`config.mk`:
```
export PLATFORM = sky130hd
export DESIGN_NAME = bdsc_top
export DESIGN_NICKNAME = d
export VERILOG_FILES = /design/src/logic/bdsc_pkg.sv /design/src/logic/bdsc_match.sv /design/src/logic/bdsc_tagq.sv /design/src/logic/bdsc_top.sv
export SDC_FILE = /design/constraint.sdc
export NUM_CORES = 1
export LEC_CHECK = 0
export BUFFER_PORTS_ARGS = -buffer_cell sky130_fd_sc_hd__buf_4
export CORE_ASPECT_RATIO = 0.6
export CORE_MARGIN = 3
export CORE_UTILIZATION = 30
export CTS_BUF_LIST = sky130_fd_sc_hd__clkbuf_16
export CTS_CLUSTER_SIZE = 30
export DETAILED_ROUTE_END_ITERATION = 8
export PLACE_DENSITY = 0.53
export SLEW_MARGIN = 20
export SYNTH_ARGS = -nofsm -noshare
export SYNTH_HDL_FRONTEND = slang
export SYNTH_SLANG_ARGS = --single-unit
export TNS_END_PERCENT = 100
```
`constraint.sdc`:
```
create_clock -name ref_clk_i -period 2.1 [get_ports ref_clk_i]
set_clock_uncertainty 0.1 [all_clocks]
set_input_delay 0.315 -clock ref_clk_i [delete_from_list [all_inputs] [get_ports ref_clk_i]]
set_output_delay 0.315 -clock ref_clk_i [all_outputs]
set_load 0.05 [all_outputs]
```
`src/logic/bdsc_pkg.sv`:
```
package bdsc_pkg;

  localparam int unsigned CTRL_W   = 8;
  localparam int unsigned MATCH_W  = 16;

  // field positions of debug_status_control
  localparam int unsigned BIT_PERMIT   = 7;
  localparam int unsigned BIT_ACTIVE   = 6;
  localparam int unsigned BIT_BKPT_EN  = 5;
  localparam int unsigned BIT_FTS      = 4;
  localparam int unsigned BIT_CLK_SEL  = 3;
  localparam int unsigned BIT_WS       = 2;
  localparam int unsigned BIT_WSF      = 1;
  localparam int unsigned BIT_DVF      = 0;

  localparam logic [7:0]  CTRL_RST     = 8'h00;
  localparam logic [15:0] MATCH_RST    = 16'h0000;

  typedef enum logic [2:0] {
    CMD_NONE       = 3'h0,
    CMD_READ_CTRL  = 3'h1,
    CMD_WRITE_CTRL = 3'h2,
    CMD_MATCH_RD   = 3'h3,
    CMD_MATCH_WR   = 3'h4,
    CMD_FORCE_BGND = 3'h5,
    CMD_MEM_ACCESS = 3'h6,
    CMD_GO         = 3'h7
  } bdsc_cmd_t;

  typedef enum logic [1:0] {
    ST_RUN    = 2'h0,
    ST_WAIT   = 2'h1,
    ST_ACTIVE = 2'h2
  } bdsc_state_t;

  typedef struct packed {
    logic       valid;
    bdsc_cmd_t  cmd;
    logic [15:0] data;
  } bdsc_req_t;

  typedef struct packed {
    logic        done;
    logic        fail;
    logic [15:0] data;
  } bdsc_rsp_t;

  typedef struct packed {
    logic        boundary;
    logic        queue_end;
    logic        fetch;
    logic        wait_stop;
    logic [15:0] addr;
  } bdsc_cpu_t;

endpackage : bdsc_pkg

```
`src/logic/bdsc_match.sv`:
```
`timescale 1ns/10ps
module bdsc_match
  import bdsc_pkg::*;
#(
  parameter int unsigned AW = 16
) (
  input  wire logic [AW-1:0] addr_i,
  input  wire logic [AW-1:0] match_i,
  input  wire logic          enable_i,
  output logic               hit_o
);
  assign hit_o = enable_i && (addr_i == match_i);
endmodule : bdsc_match

```
`src/logic/bdsc_tagq.sv`:
```
`timescale 1ns/10ps
module bdsc_tagq
  import bdsc_pkg::*;
(
  input  wire logic ref_clk_i,
  input  wire logic rstn_i,
  input  wire logic ce_i,
  input  wire logic tag_set_i,
  input  wire logic queue_end_i,
  input  wire logic flush_i,
  output logic      tag_hit_o
);
  // remembers one tagged opcode until it retires or is flushed
  logic pend_r;
  logic pend_nxt;
  always_comb begin
    pend_nxt = pend_r;
    if (flush_i) begin
      pend_nxt = 1'b0;
    end else if (tag_set_i) begin
      pend_nxt = 1'b1;
    end else if (queue_end_i) begin
      pend_nxt = 1'b0;
    end
  end
  assign tag_hit_o = pend_r && queue_end_i;
  always_ff @(posedge ref_clk_i or negedge rstn_i) begin
    if (!rstn_i) begin
      pend_r <= 1'b0;
    end else if (ce_i) begin
      pend_r <= pend_nxt;
    end
  end
endmodule : bdsc_tagq

```
`src/logic/bdsc_top.sv`:
```
`timescale 1ns/10ps
module bdsc_top
  import bdsc_pkg::*;
(
  input  wire logic              ref_clk_i,
  input  wire logic              rstn_i,
  input  wire logic              ce_i,
  input  wire bdsc_pkg::bdsc_req_t req_i,
  input  wire bdsc_pkg::bdsc_cpu_t cpu_i,
  output bdsc_pkg::bdsc_rsp_t    rsp_o,
  output logic                   enter_bgnd_o,
  output logic                   swi_req_o,
  output logic                   comm_clk_sel_o,
  output logic                   bgnd_active_o
);
  import bdsc_pkg::*;

  typedef struct packed {
    bdsc_state_t state;
    logic        permit;
    logic        bkpt_en;
    logic        force_tag_select;
    logic        clk_sel;
    logic        ws_from_wait;
    logic        wait_stop_failure;
    logic        force_pend;
    logic [15:0] match;
    bdsc_rsp_t   rsp;
    logic        enter;
    logic        software_interrupt_instr;
    logic        active;
  } bdsc_st_t;

  bdsc_st_t st_r;
  bdsc_st_t st_nxt;
  logic     hit;
  logic     tag_hit;
  logic     in_bgnd;
  logic [7:0] ctrl_rd;
  // one strobe per serial command
  logic        cmd_rd_ctrl;
  logic        cmd_wr_ctrl;
  logic        cmd_rd_match;
  logic        cmd_wr_match;
  logic        cmd_force;
  logic        cmd_mem;
  logic        cmd_go;
  logic        cmd_bad;
  logic        force_ok;
  logic        go_ok;
  logic        mem_blocked;
  logic        force_hit;
  logic        force_brk;
  logic        tag_brk;
  logic        brk_req;
  logic        permit_nxt;
  logic        bkpt_en_nxt;
  logic        fts_nxt;
  logic        clk_sel_nxt;
  logic        ws_hist_nxt;
  logic        wsf_nxt;
  logic        pend_nxt;
  logic        rsp_fail;
  logic [15:0] rsp_data;
  bdsc_state_t track_state;

  assign in_bgnd = (st_r.state == ST_ACTIVE);

  bdsc_match #(
    .AW (MATCH_W)
  ) u_match (
    .addr_i   (cpu_i.addr),
    .match_i  (st_r.match),
    .enable_i (st_r.bkpt_en && !in_bgnd),
    .hit_o    (hit)
  );

  bdsc_tagq u_tagq (
    .ref_clk_i   (ref_clk_i),
    .rstn_i      (rstn_i),
    .ce_i        (ce_i),
    .tag_set_i   (hit && !st_r.force_tag_select && cpu_i.fetch),
    .queue_end_i (cpu_i.queue_end),
    .flush_i     (in_bgnd),
    .tag_hit_o   (tag_hit)
  );

  always_comb begin
    ctrl_rd                = CTRL_RST;
    ctrl_rd[BIT_PERMIT]    = st_r.permit;
    ctrl_rd[BIT_ACTIVE]    = in_bgnd;
    ctrl_rd[BIT_BKPT_EN]   = st_r.bkpt_en;
    ctrl_rd[BIT_FTS]       = st_r.force_tag_select;
    ctrl_rd[BIT_CLK_SEL]   = st_r.clk_sel;
    ctrl_rd[BIT_WS]        = (st_r.state == ST_WAIT) || st_r.ws_from_wait;
    ctrl_rd[BIT_WSF]       = st_r.wait_stop_failure;
    ctrl_rd[BIT_DVF]       = 1'b0;
  end

  // serial commands are the only register path; an unknown code is refused
  always_comb begin
    cmd_rd_ctrl  = 1'b0;
    cmd_wr_ctrl  = 1'b0;
    cmd_rd_match = 1'b0;
    cmd_wr_match = 1'b0;
    cmd_force    = 1'b0;
    cmd_mem      = 1'b0;
    cmd_go       = 1'b0;
    cmd_bad      = 1'b0;
    if (req_i.valid) begin
      case (req_i.cmd)
        CMD_READ_CTRL: begin
          cmd_rd_ctrl = 1'b1;
        end
        CMD_WRITE_CTRL: begin
          cmd_wr_ctrl = 1'b1;
        end
        CMD_MATCH_RD: begin
          cmd_rd_match = 1'b1;
        end
        CMD_MATCH_WR: begin
          cmd_wr_match = 1'b1;
        end
        CMD_FORCE_BGND: begin
          cmd_force = 1'b1;
        end
        CMD_MEM_ACCESS: begin
          cmd_mem = 1'b1;
        end
        CMD_GO: begin
          cmd_go = 1'b1;
        end
        default: begin
          cmd_bad = 1'b1;
        end
      endcase
    end
  end

  // follow cpu wait/stop while user code runs; background ignores it
  always_comb begin
    track_state = st_r.state;
    case (st_r.state)
      ST_RUN: begin
        if (cpu_i.wait_stop) begin
          track_state = ST_WAIT;
        end
      end
      ST_WAIT: begin
        if (!cpu_i.wait_stop) begin
          track_state = ST_RUN;
        end
      end
      ST_ACTIVE: begin
        track_state = ST_ACTIVE;
      end
      default: begin
        track_state = ST_RUN;
      end
    endcase
  end

  // force requests wait for a boundary, tags for the queue end
  always_comb begin
    force_hit = hit && st_r.force_tag_select;
    force_brk = 1'b0;
    tag_brk   = 1'b0;
    if (!in_bgnd) begin
      force_brk = (st_r.force_pend || force_hit) && cpu_i.boundary;
      tag_brk   = tag_hit;
    end
    brk_req = force_brk || tag_brk;
  end

  // a memory access collides with wait/stop unless background owns the cpu
  assign mem_blocked = (st_r.state == ST_WAIT) || (cpu_i.wait_stop && !in_bgnd);
  assign force_ok    = cmd_force && st_r.permit && !in_bgnd;
  assign go_ok       = cmd_go && in_bgnd;

  // answer word for the command taken this cycle
  always_comb begin
    rsp_data = MATCH_RST;
    if (cmd_rd_ctrl) begin
      rsp_data = {8'h00, ctrl_rd};
    end else if (cmd_rd_match) begin
      rsp_data = st_r.match;
    end
  end

  // commands that are unknown or that the present state cannot serve
  always_comb begin
    rsp_fail = cmd_bad;
    if (cmd_force && !st_r.permit) begin
      rsp_fail = 1'b1;
    end
    if (cmd_mem && mem_blocked) begin
      rsp_fail = 1'b1;
    end
    if (cmd_go && !in_bgnd) begin
      rsp_fail = 1'b1;
    end
  end

  // control write: permit frozen in background, status bits never land
  always_comb begin
    permit_nxt  = st_r.permit;
    bkpt_en_nxt = st_r.bkpt_en;
    fts_nxt     = st_r.force_tag_select;
    clk_sel_nxt = st_r.clk_sel;
    if (cmd_wr_ctrl) begin
      if (!in_bgnd) begin
        permit_nxt = req_i.data[BIT_PERMIT];
      end
      bkpt_en_nxt = req_i.data[BIT_BKPT_EN];
      fts_nxt     = req_i.data[BIT_FTS];
      clk_sel_nxt = req_i.data[BIT_CLK_SEL];
    end
  end

  // wait/stop history: kept while a forced entry came from wait, until resume
  always_comb begin
    ws_hist_nxt = st_r.ws_from_wait;
    if (brk_req && st_r.permit) begin
      ws_hist_nxt = 1'b0;
    end
    if (force_ok) begin
      ws_hist_nxt = (st_r.state == ST_WAIT);
    end
    if (go_ok) begin
      ws_hist_nxt = 1'b0;
    end
  end

  // a force hit is held until an instruction boundary or a forced entry
  always_comb begin
    pend_nxt = st_r.force_pend;
    if (force_hit) begin
      pend_nxt = 1'b1;
    end
    if (force_brk) begin
      pend_nxt = 1'b0;
    end
    if (force_ok) begin
      pend_nxt = 1'b0;
    end
  end

  // failure flag follows the outcome of the latest memory access
  always_comb begin
    wsf_nxt = st_r.wait_stop_failure;
    if (cmd_mem) begin
      wsf_nxt = mem_blocked;
    end
  end

  always_comb begin
    st_nxt              = st_r;
    st_nxt.state        = track_state;
    st_nxt.permit       = permit_nxt;
    st_nxt.bkpt_en      = bkpt_en_nxt;
    st_nxt.force_tag_select          = fts_nxt;
    st_nxt.clk_sel      = clk_sel_nxt;
    st_nxt.ws_from_wait = ws_hist_nxt;
    st_nxt.wait_stop_failure          = wsf_nxt;
    st_nxt.force_pend   = pend_nxt;
    st_nxt.rsp.done     = req_i.valid;
    st_nxt.rsp.fail     = rsp_fail;
    st_nxt.enter        = 1'b0;
    st_nxt.software_interrupt_instr          = 1'b0;
    if (req_i.valid) begin
      st_nxt.rsp.data = rsp_data;
    end
    if (brk_req) begin
      if (st_r.permit) begin
        st_nxt.state = ST_ACTIVE;
        st_nxt.enter = 1'b1;
      end else begin
        st_nxt.software_interrupt_instr = 1'b1;
      end
    end
    if (cmd_wr_match) begin
      st_nxt.match = req_i.data;
    end
    if (force_ok) begin
      st_nxt.state = ST_ACTIVE;
      st_nxt.enter = 1'b1;
    end
    if (go_ok) begin
      st_nxt.state = ST_RUN;
    end
    // the active output is a register of its own
    st_nxt.active = (st_nxt.state == ST_ACTIVE);
  end

  always_ff @(posedge ref_clk_i or negedge rstn_i) begin
    if (!rstn_i) begin
      st_r.state        <= ST_RUN;
      st_r.permit       <= 1'b0;
      st_r.bkpt_en      <= 1'b0;
      st_r.force_tag_select          <= 1'b0;
      st_r.clk_sel      <= 1'b0;
      st_r.ws_from_wait <= 1'b0;
      st_r.wait_stop_failure          <= 1'b0;
      st_r.force_pend   <= 1'b0;
      st_r.match        <= MATCH_RST;
      st_r.rsp          <= '0;
      st_r.enter        <= 1'b0;
      st_r.software_interrupt_instr          <= 1'b0;
      st_r.active       <= 1'b0;
    end else if (ce_i) begin
      st_r <= st_nxt;
    end
  end

  assign rsp_o          = st_r.rsp;
  assign enter_bgnd_o   = st_r.enter;
  assign swi_req_o      = st_r.software_interrupt_instr;
  assign comm_clk_sel_o = st_r.clk_sel;
  assign bgnd_active_o  = st_r.active;

endmodule : bdsc_top

```
==> results.py <==
metrics = {
    "status": {
        "status": "complete, no violations",
    },
    "detailed_routing": {
        "first_pass_iters": 5,
        "drt-total-wl_um": 6330,
        "ant_nets": 0,
        "via_count": 1827,
        "viasPerCell": 4.76,
        "wl_per_cell_um": 16.5,
        "drc": 0,
        "drtIter0Drc": 198,
    },
    "synth": {
        "synth_cell_type_count": 42,
        "synth_edf_count": 0,
        "synth_seq_cells": 47,
        "ys_top_cells_by_area": "dfrtp_1 (49%), mux2_2 (8.9%), xnor2_1 (5.8%)",
        "syn_nets": 276,
        "ys_warn_count": 0,
        "avgSynthCellArea_um2": 10.4,
        "synth_top_cell_by_area": "dfrtp_1",
        "syn_area_um2": 2410,
        "synthMostInstantiatedCell": "dfrtp_1",
        "synth_top_area_share": 0.488,
        "ys_async_sr_fraction": 1.00,
        "synthCells": 233,
        "synthTopCellsByCount": "dfrtp_1 (47), nand2_1 (25), nor2_1 (22), mux2_2 (19), buf_4 (18)",
        "synth-seq-area-share": 0.488,
        "ys.flop_type": "dfrtp_1",
    },
    "cts": {
        "cts_tree": "built",
        "clk_root_buffer_cell": "clkbuf_16",
        "ctsResizeCount": 0,
        "clock_path_buffers": 2,
        "post_cts_buffers": 0,
        "path_clk_slew_ps": 60,
        "clk_latency_ps": 290,
        "htree_levels": 2,
        "cts_hold_buf": 1,
        "numCtsBuffers": 5,
        "cts_sinks": 47,
    },
    "final_layout": {
        "drive_above_1_share": 0.339,
        "diodes": 0,
        "nets": 323,
        "stdcell_area_um2": 3020,
        "syn_to_final_growth_pct": 25.3,
        "layout.cells.non_filler": 384,
        "post-route-util": 0.401,
    },
    "floorplan": {
        "die_x_um": 122,
        "ioPinCount": 65,
        "die_area_um2": 9190,
        "start_util": 0.320,
        "rows": 24,
        "die_height_um": 75.5,
        "core_area_um2": 7540,
    },
    "pwr": {
        "p_leak_nw": 1.37,
        "peakVddDrop_uv": 299,
        "power_density_nw_per_um2": 883,
    },
    "sta": {
        "setup-violations-final": 0,
        "hold_violations": 0,
        "slew_headroom": 0.596,
        "finalSetupTns_ps": 0,
        "fin_crit_ps": 1790,
        "max_freq_mhz": 558,
        "rsz0062_at_grt": "no",
        "post-route-period-util": 0.853,
        "drv_slew": 0,
        "tightest_slew_ps": 605,
        "whs_ps": 148,
    },
    "grt": {
        "grt_max_degree": 48,
        "antenna_found_initial": 0,
        "grt_usage": 0.151,
        "grt_pass1_wl_um": 10300,
        "grt_overflow": 0,
        "grt_pass1_vias": 1880,
    },
    "worst_setup_path": {
        "max_stage_delay_ps": 450,
        "worstPathMaxFanout": 4,
        "worstSetupEndpointType": "flop",
        "worstSetupPathType": "flop to flop",
        "cp_cell_sequence": "xnor2_1 -> nand3_1 -> nor3_1 -> and3_1 -> o221a_2",
        "cp.required_ps": 2230,
        "cp_slowest_cell": "dfrtp_1",
        "start_kind": "flop",
        "arrival_ps": 1920,
    },
    "flow_run": {
        "maxCapViolations": 0,
    },
    "place": {
        "placed_cell_area_um2": 2850,
        "place_inst": 376,
        "port_buffers": 64,
        "gp_congestion": 0.827,
        "dp_hpwl_um": 4770,
    },
    "worst_hold_path": {
        "hp-class": "primary input to flop",
    },
}
path summary, 6_finish.rpt:
| check | from | to | slack, ps | depth (start not counted) |
|---|---|---|---|---|
| setup / recovery | st_r[23] | swi_req_o | 310 | 5 |
| hold / removal | req_i[13] | st_r[34] | 150 | 2 |
| setup reg to reg | st_r[23] | swi_req_o | 310 | 5 |
| hold reg to reg | rsp_o[14] | rsp_o[14] | 380 | 2 |
| max in group asynchronous | rstn_i | rsp_o[1] | 1010 | 2 |
| min in group asynchronous | rstn_i | rsp_o[9] | 480 | 2 |
critical path, delay by kind of cell, from the launching register on:
family / cells / cell delay (ps)
AO/OA/AOI/OAI: 1 / 210
XOR/XNOR: 1 / 240
flip-flops: 1 / 450
AND/OR/NAND/NOR: 3 / 730
per-layer routing:
metal	routed length (µm)	vias up	track usage
met5	0	-	0
met4	58	0	0.0410
met3	483	6	0.0438
met2	2440	67	0.204
met1	3360	873	0.232
li1	-	881	-
sequential cells by signal, indices dropped and copies added (netlist names):
register,flops
ctrl_rd,4
comm_clk_sel_o,1
u_tagq.pend_r,1
swi_req_o,1
bgnd_active_o,1
rsp_o,18
enter_bgnd_o,1
st_r,20
area by class of cell:
class                   count  area [µm²]
fillers                   773        4510
flip-flops and latches     47        1180
multi-input cells         154        1030
repair buffers             68         513
well taps                 104         130
clock buffers               5         125
clock inverters             2        33.8
inverters                   4        15.0
cell families after synthesis:
family	Yosys count	synth area share
compound gates	39	0.107
xor+xnor	16	0.0581
buf+inv	32	0.0856
flops	47	0.488
mux	21	0.0975
simple gates	78	0.164
power by group:
group / internal [mW] / total [mW] / switching [mW] / leakage [nW]
clock: 0.551 / 0.879 / 0.328 / 0.0811
combinational: 0.280 / 0.606 / 0.326 / 0.694
sequential: 1.04 / 1.18 / 0.144 / 0.591
total: 1.87 / 2.67 / 0.798 / 1.37
placed cells by master, fill, tap and decap left out, types with 7 or more instances in the layout:
cell,synthesis,routed
a221oi_1,7,7
buf_4,18,67
dfrtp_1,47,47
mux2_2,19,19
nand2_1,25,25
nor2_1,22,22
o21ai_0,14,14
xnor2_1,16,16
metrics by stage:
step | power (mW) | setup slack, ps
3_3_place_gp | 1.80 | 347
2_1_floorplan | 1.60 | 415
5_1_grt | 2.82 | 149
3_5_place_dp | 1.81 | 301
4_1_cts | 2.70 | 330
6_report | 2.67 | 308
Power figures use the tool's default switching activity.
